$ cat src/inc/intc_pkg.sv
`default_nettype none
package intc_pkg;
  localparam int unsigned NUM_SRC     = 12;
  localparam int unsigned MC_CLOCKS   = 6;
  localparam int unsigned MC_CNT_W    = 3;
  localparam int unsigned MIN_HOLD_CLK = 6;
  // source indices, in table order
  localparam int unsigned SRC_EXT0  = 0;
  localparam int unsigned SRC_TMR0  = 1;
  localparam int unsigned SRC_EXT1  = 2;
  localparam int unsigned SRC_TMR1  = 3;
  localparam int unsigned SRC_SER   = 4;
  localparam int unsigned SRC_BROWN = 5;
  localparam int unsigned SRC_I2C   = 6;
  localparam int unsigned SRC_KEY   = 7;
  localparam int unsigned SRC_CMP2  = 8;
  localparam int unsigned SRC_WDOG  = 9;
  localparam int unsigned SRC_CMP1  = 10;
  localparam int unsigned SRC_TMRI  = 11;
  // enable register bit positions
  localparam int unsigned EN_A_GATE_BIT = 7;
  localparam logic [NUM_SRC-1:0][3:0] EN_BIT_POS = {
    4'h7, 4'h5, 4'h6, 4'h2, 4'h1, 4'h0, 4'h5, 4'h4, 4'h3, 4'h2, 4'h1, 4'h0};
  localparam logic [NUM_SRC-1:0] EN_IN_REG_B = 12'hDC0;
  localparam logic [NUM_SRC-1:0][15:0] VECTORS = {
    16'h0073, 16'h0063, 16'h0053, 16'h0043, 16'h003B, 16'h0033,
    16'h002B, 16'h0023, 16'h001B, 16'h0013, 16'h000B, 16'h0003};
  // rank 1 = highest
  localparam logic [NUM_SRC-1:0][3:0] RANK = {
    4'hC, 4'h8, 4'h3, 4'hA, 4'h7, 4'h5, 4'h2, 4'hB, 4'h9, 4'h6, 4'h4, 4'h1};
  localparam logic [NUM_SRC-1:0] WAKE_CAPABLE = 12'h7A5;
  localparam logic [7:0] REG_RESET = 8'h00;
  localparam logic [15:0] VECTOR_RESET = 16'h0000;
endpackage
`default_nettype wire

$ cat src/inc/arb_if.sv
`default_nettype none
interface arb_if;
  logic [11:0] req;
  logic [11:0][1:0] prio;
  logic        any;
  logic [3:0]  idx;
  logic [1:0]  level;
  modport ctl (output req, output prio, input any, input idx, input level);
  modport arb (input req, input prio, output any, output idx, output level);
endinterface
`default_nettype wire

$ cat src/logic/prio_arbiter.sv
`default_nettype none
module prio_arbiter (
  arb_if.arb a
);
  always_comb begin
    logic [4:0] best;
    best    = 5'h1F;
    a.any   = 1'b0;
    a.idx   = 4'h0;
    a.level = 2'h0;
    for (int i = 0; i < intc_pkg::NUM_SRC; i++) begin
      // higher level first, rank only on ties
      if (a.req[i] && (!a.any || a.prio[i] > a.level || (a.prio[i] == a.level &&
          {1'b0, intc_pkg::RANK[i]} < best))) begin
        a.any   = 1'b1;
        a.idx   = 4'(i);
        a.level = a.prio[i];
        best    = {1'b0, intc_pkg::RANK[i]};
      end
    end
  end
endmodule
`default_nettype wire

$ cat src/logic/priority_interrupt_controller.sv
`default_nettype none
module priority_interrupt_controller (
  input  wire logic        clk,
  input  wire logic        nrst,
  input  wire logic [7:0]  irq_enable_reg_a,
  input  wire logic [7:0]  irq_enable_reg_b,
  input  wire logic [7:0]  prio_low_reg_a,
  input  wire logic [7:0]  prio_high_reg_a,
  input  wire logic [7:0]  prio_low_reg_b,
  input  wire logic [7:0]  prio_high_reg_b,
  input  wire logic [1:0]  trigger_type_select,
  input  wire logic [1:0]  ext_irq_pin_n,
  input  wire logic        timer_zero_overflow,
  input  wire logic        timer_one_overflow,
  input  wire logic        serial_flag,
  input  wire logic        brownout_flag,
  input  wire logic        i2c_attention_flag,
  input  wire logic        keypad_flag,
  input  wire logic        comparator_two_flag,
  input  wire logic        watchdog_overflow_flag,
  input  wire logic        comparator_one_flag,
  input  wire logic        timer_i_flag,
  input  wire logic        irq_ack,
  input  wire logic        irq_return,
  input  wire logic        power_down,
  output logic             irq_req,
  output logic [15:0]      irq_vector,
  output logic [3:0]       irq_source,
  output logic [1:0]       ext_request_flag,
  output logic             wake,
  output logic [3:0]       active_levels
);
  typedef struct packed {
    logic [2:0]  mc_cnt;
    logic [1:0]  pin_smp;
    logic [1:0]  ext_flag;
    logic [3:0]  in_service;
    logic        req;
    logic [15:0] vector;
    logic [3:0]  src;
    logic [1:0]  req_level;
    logic        wake;
  } state_t;

  state_t st;
  state_t next_st;
  // pins idle high; a zero sample at reset would fake a level request
  localparam state_t ST_RESET = '{
    mc_cnt: 3'h0, pin_smp: 2'h3, ext_flag: 2'h0, in_service: 4'h0, req: 1'b0,
    vector: intc_pkg::VECTOR_RESET, src: 4'h0, req_level: 2'h0, wake: 1'b0};
  arb_if  arb ();

  prio_arbiter u_arb (
    .a (arb)
  );

  logic [11:0] raw;
  logic [11:0] en;
  logic [15:0] en_all;
  logic        preempt_ok;

  function automatic logic [1:0] top_level(input logic [3:0] s);
    logic [1:0] r;
    r = 2'h0;
    for (int l = 0; l < 4; l++) begin
      if (s[l]) begin
        r = 2'(l);
      end
    end
    return r;
  endfunction

  always_comb begin
    raw = {timer_i_flag, comparator_one_flag, watchdog_overflow_flag, comparator_two_flag,
           keypad_flag, i2c_attention_flag, brownout_flag, serial_flag,
           timer_one_overflow, st.ext_flag[1], timer_zero_overflow, st.ext_flag[0]};
    en_all = {irq_enable_reg_b, irq_enable_reg_a};
    for (int i = 0; i < intc_pkg::NUM_SRC; i++) begin
      en[i] = en_all[{intc_pkg::EN_IN_REG_B[i], intc_pkg::EN_BIT_POS[i][2:0]}];
      arb.req[i] = raw[i] && en[i] && irq_enable_reg_a[intc_pkg::EN_A_GATE_BIT];
    end
    for (int i = 0; i < 8; i++) begin
      if (i < 7) begin
        arb.prio[i] = {prio_high_reg_a[i], prio_low_reg_a[i]};
      end
    end
    arb.prio[intc_pkg::SRC_I2C]  = {prio_high_reg_b[0], prio_low_reg_b[0]};
    arb.prio[intc_pkg::SRC_KEY]  = {prio_high_reg_b[1], prio_low_reg_b[1]};
    arb.prio[intc_pkg::SRC_CMP2] = {prio_high_reg_b[2], prio_low_reg_b[2]};
    arb.prio[intc_pkg::SRC_WDOG] = {prio_high_reg_a[6], prio_low_reg_a[6]};
    arb.prio[intc_pkg::SRC_CMP1] = {prio_high_reg_b[5], prio_low_reg_b[5]};
    arb.prio[intc_pkg::SRC_TMRI] = {prio_high_reg_b[7], prio_low_reg_b[7]};
  end

  always_comb begin
    next_st = st;
    // strictly above the running level; level 3 blocks everything
    preempt_ok = (st.in_service == 4'h0) ||
                 (!st.in_service[3] && arb.level > top_level(st.in_service));
    // machine-cycle sampling of the pins
    if (st.mc_cnt == 3'(intc_pkg::MC_CLOCKS - 1)) begin
      next_st.mc_cnt   = 3'h0;
      next_st.pin_smp  = ext_irq_pin_n;
    end else begin
      next_st.mc_cnt = st.mc_cnt + 3'h1;
    end
    for (int n = 0; n < 2; n++) begin
      if (!trigger_type_select[n]) begin
        next_st.ext_flag[n] = !st.pin_smp[n];
      end else begin
        if (irq_ack && st.req && st.src == 4'(n * 2)) begin
          next_st.ext_flag[n] = 1'b0;
        end
        // set wins over the hardware clear
        if (st.mc_cnt == 3'(intc_pkg::MC_CLOCKS - 1) && st.pin_smp[n] && !ext_irq_pin_n[n]) begin
          next_st.ext_flag[n] = 1'b1;
        end
      end
    end
    // nesting stack as a bit per level
    if (irq_return && st.in_service != 4'h0) begin
      next_st.in_service[top_level(st.in_service)] = 1'b0;
    end
    if (irq_ack && st.req) begin
      next_st.in_service[st.req_level] = 1'b1;
    end
    next_st.req       = arb.any && preempt_ok && !(irq_ack && st.req) && !irq_return;
    next_st.src       = arb.idx;
    next_st.req_level = arb.level;
    next_st.vector    = intc_pkg::VECTORS[arb.idx];
    // power-down wakes only from capable sources; idle wakes from any
    next_st.wake = |(arb.req & (power_down ? intc_pkg::WAKE_CAPABLE : 12'hFFF));
  end

  always_ff @(posedge clk or negedge nrst) begin
    if (!nrst) begin
      st <= ST_RESET;
    end else begin
      st <= next_st;
    end
  end

  always_comb begin
    irq_req          = st.req;
    irq_vector       = st.vector;
    irq_source       = st.src;
    ext_request_flag = st.ext_flag;
    wake             = st.wake;
    active_levels    = st.in_service;
  end
endmodule
`default_nettype wire

$ cat config.mk
export PLATFORM = sky130hd
export DESIGN_NAME = priority_interrupt_controller
export DESIGN_NICKNAME = d
export VERILOG_FILES = /design/src/inc/intc_pkg.sv /design/src/inc/arb_if.sv /design/src/logic/prio_arbiter.sv /design/src/logic/priority_interrupt_controller.sv
export SDC_FILE = /design/constraint.sdc
export NUM_CORES = 1
export LEC_CHECK = 0
export BUFFER_PORTS_ARGS = -buffer_cell sky130_fd_sc_hd__buf_2
export CAP_MARGIN = 20
export CORE_ASPECT_RATIO = 0.5
export CORE_UTILIZATION = 45
export CTS_BUF_LIST = sky130_fd_sc_hd__clkbuf_4
export CTS_CLUSTER_DIAMETER = 120
export DETAILED_ROUTE_END_ITERATION = 8
export GPL_ROUTABILITY_DRIVEN = 0
export PLACE_DENSITY = 0.76
export SETUP_SLACK_MARGIN = 0.1
export SLEW_MARGIN = 15
export SYNTH_ARGS = -nofsm -noshare
export SYNTH_HDL_FRONTEND = slang
export SYNTH_HIERARCHICAL = 1
export SYNTH_SLANG_ARGS = --single-unit
export TNS_END_PERCENT = 5
$ cat constraint.sdc
create_clock -name clk -period 15.5 [get_ports clk]
set_input_delay 1.55 -clock clk [delete_from_list [all_inputs] [get_ports clk]]
set_output_delay 1.55 -clock clk [all_outputs]
set_load 0.005 [all_outputs]
Yosys cells after proc, flatten, opt, wreduce, memory -nomap -nowiden
Memories as Yosys holds them, arrays and structs flattened. A register that Yosys moved wholly into a read port is not among the register bits. Index checks and enable logic that the tools add are counted.

Add/subtract/negate cells: 1. Multiply operators: 0. Divide/modulo/power cells: 0. $lt $le $gt $ge: 27. Eq/ne operators: 15. Shifts and indexed selects: 0. Mux-type cells: 64. Bitwise gates (word level): 4. Reductions and logical operators: 106.

Operator list (count): logical AND 1 bit (60); two-way mux 5 bit (11); two-way mux 2 bit (17); < comparator 4 x 5 -> 1 bit, first input constant (5); greater-than comparator 2 bit (12); two-way mux 4 bit (6); logical OR 1 bit (23); equality test 2 bit (11); two-way mux 1 bit (22); < comparator 3 x 5 -> 1 bit, first input constant (4); zero test 1 bit (19); two-way mux 3 bit (5); AND 12 bit (1); two-way mux 12 bit (1); OR reduction 12 bit (1); < comparator 2 x 5 -> 1 bit, first input constant (2); zero test 4 bit (2); < comparator 2 x 3 -> 1 bit, second input constant (2); inequality test 3 x 1 -> 1 bit, second input constant (2); AND 4 bit (1); demux 1 bit (select 2 bit) (2); equality test 4 x 2 -> 1 bit, second input constant (1); >= comparator 2 x 1 -> 1 bit, second input constant (2); inverter 4 bit (1); 4 further kinds (4).

Flip-flop bits (word level): 19. Bits in latches: 0. Memory bits (writable): 0. Bits in read-only memories: 256. Logic and storage cells: 227. Memories: 1.

Memory list: (no name shown) (words 16, bits a word 16, rd ports 1, clocked after Yosys merged registers in 1, wr ports 0, RTL line priority_interrupt_controller.sv:130) `next_st.vector = intc_pkg::VECTORS[arb.idx];`.

Longest topological paths before layout
Gate-level depths: netlist (run 1).

Depth in word-level cells: 64. Depth in mapped cells: 86. Mapped depth without buffers: 84.

Cells and area by module
Netlist (run 1), hierarchy kept.

By module, submodules not included: prio_arbiter (instances 1, cells an instance 215, area each 1557.7 sq um, seq. area each 0.0 sq um); priority_interrupt_controller (instances 1, cells an instance 114, area each 1193.6 sq um, seq. area each 578.1 sq um).

Least setup slack after synthesis (run 1)
No wires, ideal clock.

Kind: input to register. Start: in irq_enable_reg_a[7]. End: reg st (netlist bit irq_req). Library setup time: 0.121 ns. Arrival time: 17.118 ns. Data required time: 15.379 ns. Slack: -1.740 ns. Cell stages on the path: 76. Path buffers: 2. Cells stage by stage: buf_2 -> and3_1 -> buf_4 -> nand2_1 -> ha_1 -> nor2b_1 -> o311a_1 -> a32oi_1 -> ha_1 -> nor2b_1 -> o21a_1 -> o21ai_1 -> o21ai_0 -> ha_1 -> nor2b_1 -> o211ai_1 -> nand2_1 -> nor2_1 -> [40 not listed] -> a211oi_2 -> ha_1 -> nor2b_1 -> o21ai_0 -> o311ai_4 -> and2_1 -> o21a_1 -> ha_1 -> a21oi_1 -> a21oi_1 -> o21ai_1 -> a21bo_1 -> o21ai_1 -> ha_1 -> nor2b_1 -> o21ai_0 -> o41ai_1 -> and4_2.

RTL lines: start, declared (RTL line priority_interrupt_controller.sv:5) `input wire logic [7:0] irq_enable_reg_a,`; end signal, assigned (RTL line priority_interrupt_controller.sv:139) `st <= next_st;`; end, declared (RTL line priority_interrupt_controller.sv:45) `state_t st;`.

==> metrics.txt, run 1 <==
CP arrival=15.98 ns; drt pass-1 iters=4; final number of setup-violating endpoints=1; outcome=finished with violations; drt total wl=between 9000 and 10000 um; Slew headroom=about two thirds; starting DRC count in detailed routing=~170; most used cell, CP=ha_4; violated checks=negative setup slack; worst reg-to-reg path cell count=76; Clock Skews=approximately 0.0037 ns; chip width=between 100 and 150 um; # DRC=0; launch point of the worst hold path=st[2]$_DFF_PN0_; Synth Instances=329; setup ws final=-0.2649 ns; clk sinks=23; # nets final=564; RR Startpoint=ext_request_flag[0]$_DFFE_PN0P_; Synth warnings=6; slowest CP cell=or4_4; vias in the first global route=2953; largest net degree at the start of global routing=24; Worst EP required=about 16 ns; via/cell ratio=5.684; IO Count=95; P&R area growth vs syn=57.84%; Period minus WS final=between 15 and 20 ns; share of flip-flops with an asynchronous set or reset=between 90% and 100%; reg-to-reg endpoint=irq_req$_DFF_PN0_; share of cells above drive strength 1=57.63%; P_leak=between 0.002 and 0.0025 uW; CP endpoint kind=register; Pwr Total=374.9 uW; Core Box Area=5682 sq um; Slew @ Worst Pin=about 0.52 ns; GRT Total Usage=25.44%; DPL Wire Length=6591 um; initial antenna violation count=0; R2R Setup Slk=slightly below 0.6 ns; Antenna Nets Post-Route=0; clk slew on worst S/H paths=around 0.13 ns; Max IR drop VDD=roughly 0.042 mV; Hold WS=0.4954 ns; Max FO, Critical Path=4; Avg WL per Cell=17.01 um; fmax=63.43 MHz; TritonCTS clock tree=done; Finished Layout Cells=between 500 and 600; first-pass GRT wire length=~13000 um; Worst Setup Path Type=input pin to register; number of buffers created by CTS=3; ant diodes=0; setup_tns=-0.2649 ns; post-layout util=76.44%; # rows=19; clk root buf=clkbuf_4; Synth Area per Inst=8.363 sq um; register bit total from synthesis=23; Pwr Density=86.31 nW/um^2; unrepaired setup endpoints after global routing=yes; max cap viols=0; final hold vios=0; Startpoint Class=input pin; endpoint of the worst hold-timing path=active_levels[1]$_DFF_PN0_; Synth cell types=65; grt ovf=0; clk buf depth=2; initial core utilization=48.43%; final period utilization=101.7%; Worst Hold Depth=1; Seq/Total Area, Yosys=21.01%; I/O Buffers=73; via count=between 3000 and 4000; Die Area=6450 sq um; Crit path largest cell delay=0.45 ns; Clk Latency, worst-skew pair=0.31 ns; Final Max Tran Viols=0; Die Y=between 50 and 60 um; number of H-tree levels=1; Post-synth EDFFs=0; Hold Crit Class=register to register; top_reg_cell synth=dfrtp_1; cell area after synthesis=2751 sq um; DP Cell Count=516
==> cell usage in the layout (no fill, tap or decap), types with 4 or more instances in the layout <==
| cell | netlist | routed |
|---|---|---|
| a21o_1 | 4 | 4 |
| and3_1 | 14 | 12 |
| buf_2 | 1 | 73 |
| buf_4 | 28 | 83 |
| conb_1 | 2 | 11 |
| dfrtp_1 | 21 | 21 |
| ha_1 | 24 | 11 |
| ha_4 | 0 | 13 |
| inv_1 | 33 | 30 |
| mux2_4 | 0 | 5 |
| nand2_1 | 22 | 20 |
| nand3_1 | 13 | 11 |
| nor2_1 | 13 | 10 |
| nor2b_1 | 13 | 6 |
| nor2b_4 | 0 | 7 |
| nor3_1 | 8 | 8 |
| o211ai_1 | 9 | 9 |
| o21ai_0 | 12 | 8 |
| o21ai_1 | 12 | 6 |
| o21ai_2 | 0 | 7 |
| or4_4 | 5 | 5 |
==> repair_timing <==
item,4_1_cts,5_1_grt
hold endpoints to repair,0,0
hold buffers,0,0
endpoints found under the setup margin,6,9
pin swaps,16,57
setup buffers,8,17
gates resized for setup,14,48
cloned,0,0
==> kinds of logic (layout without fill, tap and decap cells) <==
logic type	after synthesis	count (layout)	share of synthesized area (%)
AOI/OAI and AO/OA	94	94	27.97
adders and majority gates	24	24	10.91
buffers and inverters	62	196	12.32
DFF	23	23	21.01
muxes	10	10	4.002
other	2	11	0.2730
and+or+nand+nor	114	114	23.51
==> power breakdown <==
| part | internal (uW) | total [uW] | switching, uW |
|---|---|---|---|
| clock | 9.65 | 27.8 | 18.2 |
| combinational | 140 | 264 | 124 |
| sequential | 72.6 | 82.6 | 10.0 |
| total | 223 | 375 | 152 |
==> Yosys cell counts (3+ instances only) <==
cell | count | area [sq um]
a21o_1 | 4 | 30.03
buf_4 | 28 | 210.2
nor4_1 | 4 | 25.02
a21boi_0 | 3 | 22.52
nand3_1 | 13 | 65.06
and3_1 | 14 | 87.58
nor2_1 | 13 | 48.80
and2_1 | 5 | 31.28
nor3_1 | 8 | 40.04
a2bb2oi_1 | 3 | 26.28
mux2_2 | 8 | 90.09
inv_1 | 33 | 123.9
o211ai_1 | 9 | 67.56
a21oi_1 | 8 | 40.04
nand2_1 | 22 | 82.58
o21ai_1 | 12 | 60.06
o21ai_0 | 12 | 60.06
nor2b_1 | 13 | 81.33
or4_4 | 5 | 56.30
ha_1 | 24 | 300.3
o31a_1 | 3 | 26.28
o31ai_1 | 3 | 22.52
nand2b_1 | 4 | 25.02
o21a_1 | 4 | 30.03
dfrtp_1 | 21 | 525.5
==> area by class of cell <==
class / instances / area (sq um)
multi-input cells: 253 / 2500
fillers: 394 / 1339
repair buffers: 159 / 1022
flip-flops and latches: 23 / 578.1
inverters: 33 / 123.9
well taps: 73 / 91.34
clock buffers: 3 / 22.52
clock inverters: 1 / 5.005
==> routing by layer <==
metal,GRT usage [%],up-vias,part of all wire [%]
li1,-,1473,-
met1,29.52,1497,39
met2,51.41,104,55
met3,2.444,24,3.8
met4,5.333,0,2.8
met5,0,-,0
==> worst max path at each step <==
stage,end,startpoint,slack [ns]
after floorplan,irq_req$_DFF_PN0_,irq_enable_reg_a[7],-0.92
after global placement,irq_req$_DFF_PN0_,irq_enable_reg_a[7],-0.59
after detailed placement,irq_req$_DFF_PN0_,irq_enable_reg_a[7],-1.09
after global routing,irq_req$_DFF_PN0_,irq_enable_reg_a[7],-0.90
final,irq_req$_DFF_PN0_,irq_enable_reg_a[7],-0.26
after CTS,irq_req$_DFF_PN0_,irq_enable_reg_a[7],-0.17
==> worst max-delay path: cells and delay by family <==
family	cells	cell delay (ns)
muxes	3	0.95
AOI/OAI and AO/OA	32	6.02
adders and majority gates	12	3.10
and+or+nand+nor	26	4.02
buffers and inverters	4	0.37
==> metrics by stage <==
step | instance area [sq um] | setup WS (ns)
after floorplan | 3062 | -0.9195
after global placement | 3751 | -0.5915
after detailed placement | 3751 | -1.095
after CTS | 3911 | -0.1659
after global routing | 4343 | -0.9026
final | 4343 | -0.2649
==> state kept, by name, summed over array words and instances (netlist names) <==
register	count
irq_req	1
wake	1
ext_request_flag	2
active_levels	4
irq_vector	5
st	7
irq_source	3
Note: power is estimated with default switching activity, not from simulation.
==> run 2, diff against run 1 <==
--- a/config.mk
+++ b/config.mk
@@ -5,7 +5,7 @@
 export SDC_FILE = /design/constraint.sdc
 export NUM_CORES = 1
 export LEC_CHECK = 0
-export BUFFER_PORTS_ARGS = -buffer_cell sky130_fd_sc_hd__buf_2
+export BUFFER_PORTS_ARGS = -buffer_cell sky130_fd_sc_hd__buf_4
 export CAP_MARGIN = 20
 export CORE_ASPECT_RATIO = 0.5
 export CORE_UTILIZATION = 45
==> metrics.txt, run 2 (same netlist as run 1, synthesis figures left out) <==
setup_tns=-0.1706 ns; first-pass GRT wire length=13880 um; number of buffers created by CTS=3; Hold WS=between 0.4 and 0.5 ns; Slew @ Worst Pin=0.6341 ns; grt ovf=0; unrepaired setup endpoints after global routing=yes; Clk Latency, worst-skew pair=around 0.32 ns; Max IR drop VDD=roughly 0.040 mV; post-layout instance area=4423 sq um; Max FO, Critical Path=5; Crit path largest cell delay=0.45 ns; clk buf depth=2; Final Max Tran Viols=0; CP endpoint kind=register; Pwr Density=80.73 nW/um^2; via/cell ratio=5.625; clk sinks=23; Worst EP required=15.76 ns; post-layout util=between 70 and 80%; Largest Register=st; setup ws final=-0.1706 ns; share of cells above drive strength 1=55.41%; # nets final=between 500 and 600; Core Box Area=about 5700 sq um; I/O Buffers=73; Die Area=6450 sq um; Clock Skews=0.005202 ns; GRT Total Usage=26.92%; vias in the first global route=3023; drt pass-1 iters=4; TritonCTS clock tree=done; IO Count=95; violated checks=negative setup slack; initial antenna violation count=0; number of H-tree levels=1; Period minus WS final=around 16 ns; commonest non-fill, non-tap cell in the layout=buf_4; cell family with most CP delay=compound AO/OA/AOI/OAI gates; clk slew on worst S/H paths=0.12 ns; DPL Wire Length=6450 um; Pwr Total=357.1 uW; Worst Path Buf+Inv=6; most used cell, CP=ha_4; # rows=19; starting DRC count in detailed routing=159; final number of setup-violating endpoints=1; chip width=112.6 um; Die Y=57.29 um; Layout fillers=356; P&R area growth vs syn=60.75%; Worst Setup Path Type=input pin to register; Avg WL per Cell=16.27 um; Slew headroom=57.40%; P_leak=0.002151 uW; max FFs per register=7; largest net degree at the start of global routing=24; CP arrival=about 16 ns; Startpoint Class=input pin; drt total wl=about 8800 um; slowest CP cell=or4_4; fmax=63.81 MHz; # DRC=0; initial core utilization=between 40 and 50%; Post-DP Area=a little under 4000 sq um; Antenna Nets Post-Route=0; final period utilization=101.1%; clk root buf=clkbuf_4; outcome=finished with violations; via count=3060; most frequent cells in the layout=buf_4, inv_1, dfrtp_1; Hold Crit Class=register to register; final hold vios=0; max cap viols=0; ant diodes=0
run 2: final cells by class:
cell class	count	area, sq um	area share [%]
inverters	33	123.9	2.801
clock buffers	3	22.52	0.5092
multi-input cells	253	2409	54.46
repair buffers	158	1194	26.99
clock inverters	1	5.005	0.1132
flip-flops and latches	23	578.1	13.07
well taps	73	91.34	2.065
run 2: routing by layer:
metal / vias up / GRT usage (%) / routed length [um]
li1: 1467 / - / -
met1: 1480 / 30.36 / 3557
met2: 99 / 54.23 / 4808
met3: 14 / 2.338 / 361
met4: 0 / 8.952 / 122
met5: - / 0 / 0
run 2: final timing paths:
path | start | to | slack, ns | depth (start not counted)
max | irq_enable_reg_a[7] | irq_req$_DFF_PN0_ | -0.17 | 79
min | st[2]$_DFF_PN0_ | active_levels[1]$_DFF_PN0_ | 0.49 | 1
max reg2reg | ext_request_flag[0]$_DFFE_PN0P_ | irq_req$_DFF_PN0_ | 0.70 | 78
min reg2reg | st[2]$_DFF_PN0_ | active_levels[1]$_DFF_PN0_ | 0.49 | 1
max in group asynchronous | nrst | st[31]$_DFFE_PN1P_ | 14.11 | 1
min in group asynchronous | nrst | st[34]$_DFF_PN0_ | 1.10 | 1
run 2: timing repair:
| item | CTS | global route |
|---|---|---|
| pin swaps | 46 | 20 |
| gates resized for setup | 28 | 15 |
| cloned | 0 | 0 |
| hold buffers | 0 | 0 |
| setup endpoints to repair | 5 | 8 |
| setup buffers | 19 | 6 |
run 2: stage by stage:
stage,instances,setup slack (ns)
6_report,544,-0.1706
5_1_grt,544,-0.8463
2_1_floorplan,338,-0.9195
3_3_place_gp,515,-0.6119
3_5_place_dp,515,-1.002
4_1_cts,538,0.1063
run 2: where the power goes:
group,total [uW],switching (uW),internal (uW)
clock,27.6,17.9,9.66
combinational,247,112,134
sequential,83.0,10.3,72.6
==> run 3, diff against run 2 <==
--- a/config.mk
+++ b/config.mk
@@ -5,11 +5,12 @@
 export SDC_FILE = /design/constraint.sdc
 export NUM_CORES = 1
 export LEC_CHECK = 0
+export ABC_CLOCK_PERIOD_IN_PS = 15500
 export BUFFER_PORTS_ARGS = -buffer_cell sky130_fd_sc_hd__buf_4
 export CAP_MARGIN = 20
 export CORE_ASPECT_RATIO = 0.5
 export CORE_UTILIZATION = 45
-export CTS_BUF_LIST = sky130_fd_sc_hd__clkbuf_4
+export CTS_BUF_LIST = sky130_fd_sc_hd__clkbuf_16
 export CTS_CLUSTER_DIAMETER = 120
 export DETAILED_ROUTE_END_ITERATION = 8
 export GPL_ROUTABILITY_DRIVEN = 0
==> metrics.txt, run 3 (same netlist as run 1, synthesis figures left out) <==
outcome=finished with violations; Largest Register=st; P&R area growth vs syn=65.26%; P_leak=0.002197 uW; Hold WS=just under 0.5 ns; most used cell, CP=ha_4; largest net degree at the start of global routing=24; max FFs per register=7; Pwr Density=87.85 nW/um^2; number of buffers created by CTS=3; Startpoint Class=input pin; via/cell ratio=5.755; setup ws final=-0.2018 ns; Die Area=6450 sq um; chip width=112.6 um; GRT Total Usage=a little over a quarter; first-pass GRT wire length=14100 um; CP arrival=15.89 ns; Post-DP Area=3926 sq um; ant diodes=0; clk buf depth=2; CP endpoint kind=register; share of cells above drive strength 1=between 50% and 60%; Slew headroom=56.63%; max cap viols=0; initial core utilization=48.43%; Slew @ Worst Pin=approximately 0.65 ns; Clock Skews=0.002030 ns; final period utilization=101.3%; Max FO, Critical Path=5; commonest non-fill, non-tap cell in the layout=buf_4; Max IR drop VDD=0.05242 mV; # DRC=0; Crit path largest cell delay=approximately 0.45 ns; Period minus WS final=~16 ns; most frequent cells in the layout=buf_4, inv_1, dfrtp_1; # nets final=567; Clk Latency, worst-skew pair=approximately 0.25 ns; number of H-tree levels=1; clk root buf=clkbuf_16; clk slew on worst S/H paths=0.06 ns; Worst EP required=15.69 ns; IO Count=95; Hold Crit Class=register to register; Worst Setup Path Type=input pin to register; post-layout instance area=about 4500 sq um; starting DRC count in detailed routing=180; Core Box Area=about 5700 sq um; clk sinks=23; vias in the first global route=slightly above 3000; Final Max Tran Viols=0; hold-fix buffers at CTS=0; DPL Wire Length=6450 um; I/O Buffers=between 70 and 80; TritonCTS clock tree=done; Avg WL per Cell=between 15 and 20 um; # rows=19; grt ovf=0; final number of setup-violating endpoints=1; initial antenna violation count=0; via count=3154; drt total wl=9366 um; slowest CP cell=or4_4; fmax=63.69 MHz; unrepaired setup endpoints after global routing=yes; drt pass-1 iters=4; Die Y=57.29 um; final hold vios=0; worst slack at placement=-1.002 ns; violated checks=negative setup slack; Antenna Nets Post-Route=0
[run 3: path summary, 6_finish.rpt]
check | start | slack (ns) | end | cells after the start
min reg2reg | st[1]$_DFF_PN0_ | 0.49 | active_levels[0]$_DFF_PN0_ | 1
max | irq_enable_reg_a[7] | -0.20 | irq_req$_DFF_PN0_ | 82
max in group asynchronous | nrst | 14.04 | st[31]$_DFFE_PN1P_ | 1
max reg2reg | ext_request_flag[0]$_DFFE_PN0P_ | 0.74 | irq_req$_DFF_PN0_ | 81
min | st[1]$_DFF_PN0_ | 0.49 | active_levels[0]$_DFF_PN0_ | 1
min in group asynchronous | nrst | 1.18 | st[34]$_DFF_PN0_ | 1
[run 3: report_power, final]
part | switching (uW) | total, uW | internal, uW
combinational | 120 | 261 | 141
sequential | 10.4 | 83.2 | 72.8
clock | 20.8 | 55.5 | 34.7
[run 3: layer usage]
layer	vias up	wire length, um	global-route usage (%)
met5	-	0	0
met4	0	245	8.952
met2	132	5026	55.11
met3	24	487	3.188
li1	1477	-	-
met1	1521	3606	30.36
[run 3: final cells by class]
class	count	area, sq um
flip-flops and latches	23	578.1
clock inverters	1	5.005
repair buffers	162	1227
inverters	33	123.9
multi-input cells	253	2446
well taps	73	91.34
clock buffers	3	75.07
fillers	344	1135
[run 3: per-stage QoR]
step / TNS, ns / std cells / total power (uW) / utilization [%]
2_1_floorplan: -2.243 / 338 / 218.1 / -
3_3_place_gp: -0.9681 / 515 / 276.3 / 69.10
3_5_place_dp: -2.993 / 515 / 286.8 / 69.10
4_1_cts: 0 / 539 / 373.3 / 76.39
5_1_grt: -1.876 / 548 / 421.2 / 80.03
6_report: -0.2018 / 548 / 399.5 / 80.03
[run 3: critical path: cells and delay by family]
| family | cells | cell delay [ns] |
|---|---|---|
| AOI/OAI and AO/OA | 34 | 5.57 |
| and+or+nand+nor | 25 | 3.86 |
| adders and majority gates | 12 | 3.06 |
| muxes | 3 | 0.95 |
| buffers and inverters | 8 | 0.88 |
[run 3: repair_timing]
action                     CTS  global route
setup endpoints to repair    7             9
setup buffers               20             9
pin swaps                   48            23
gates resized for setup     29            22
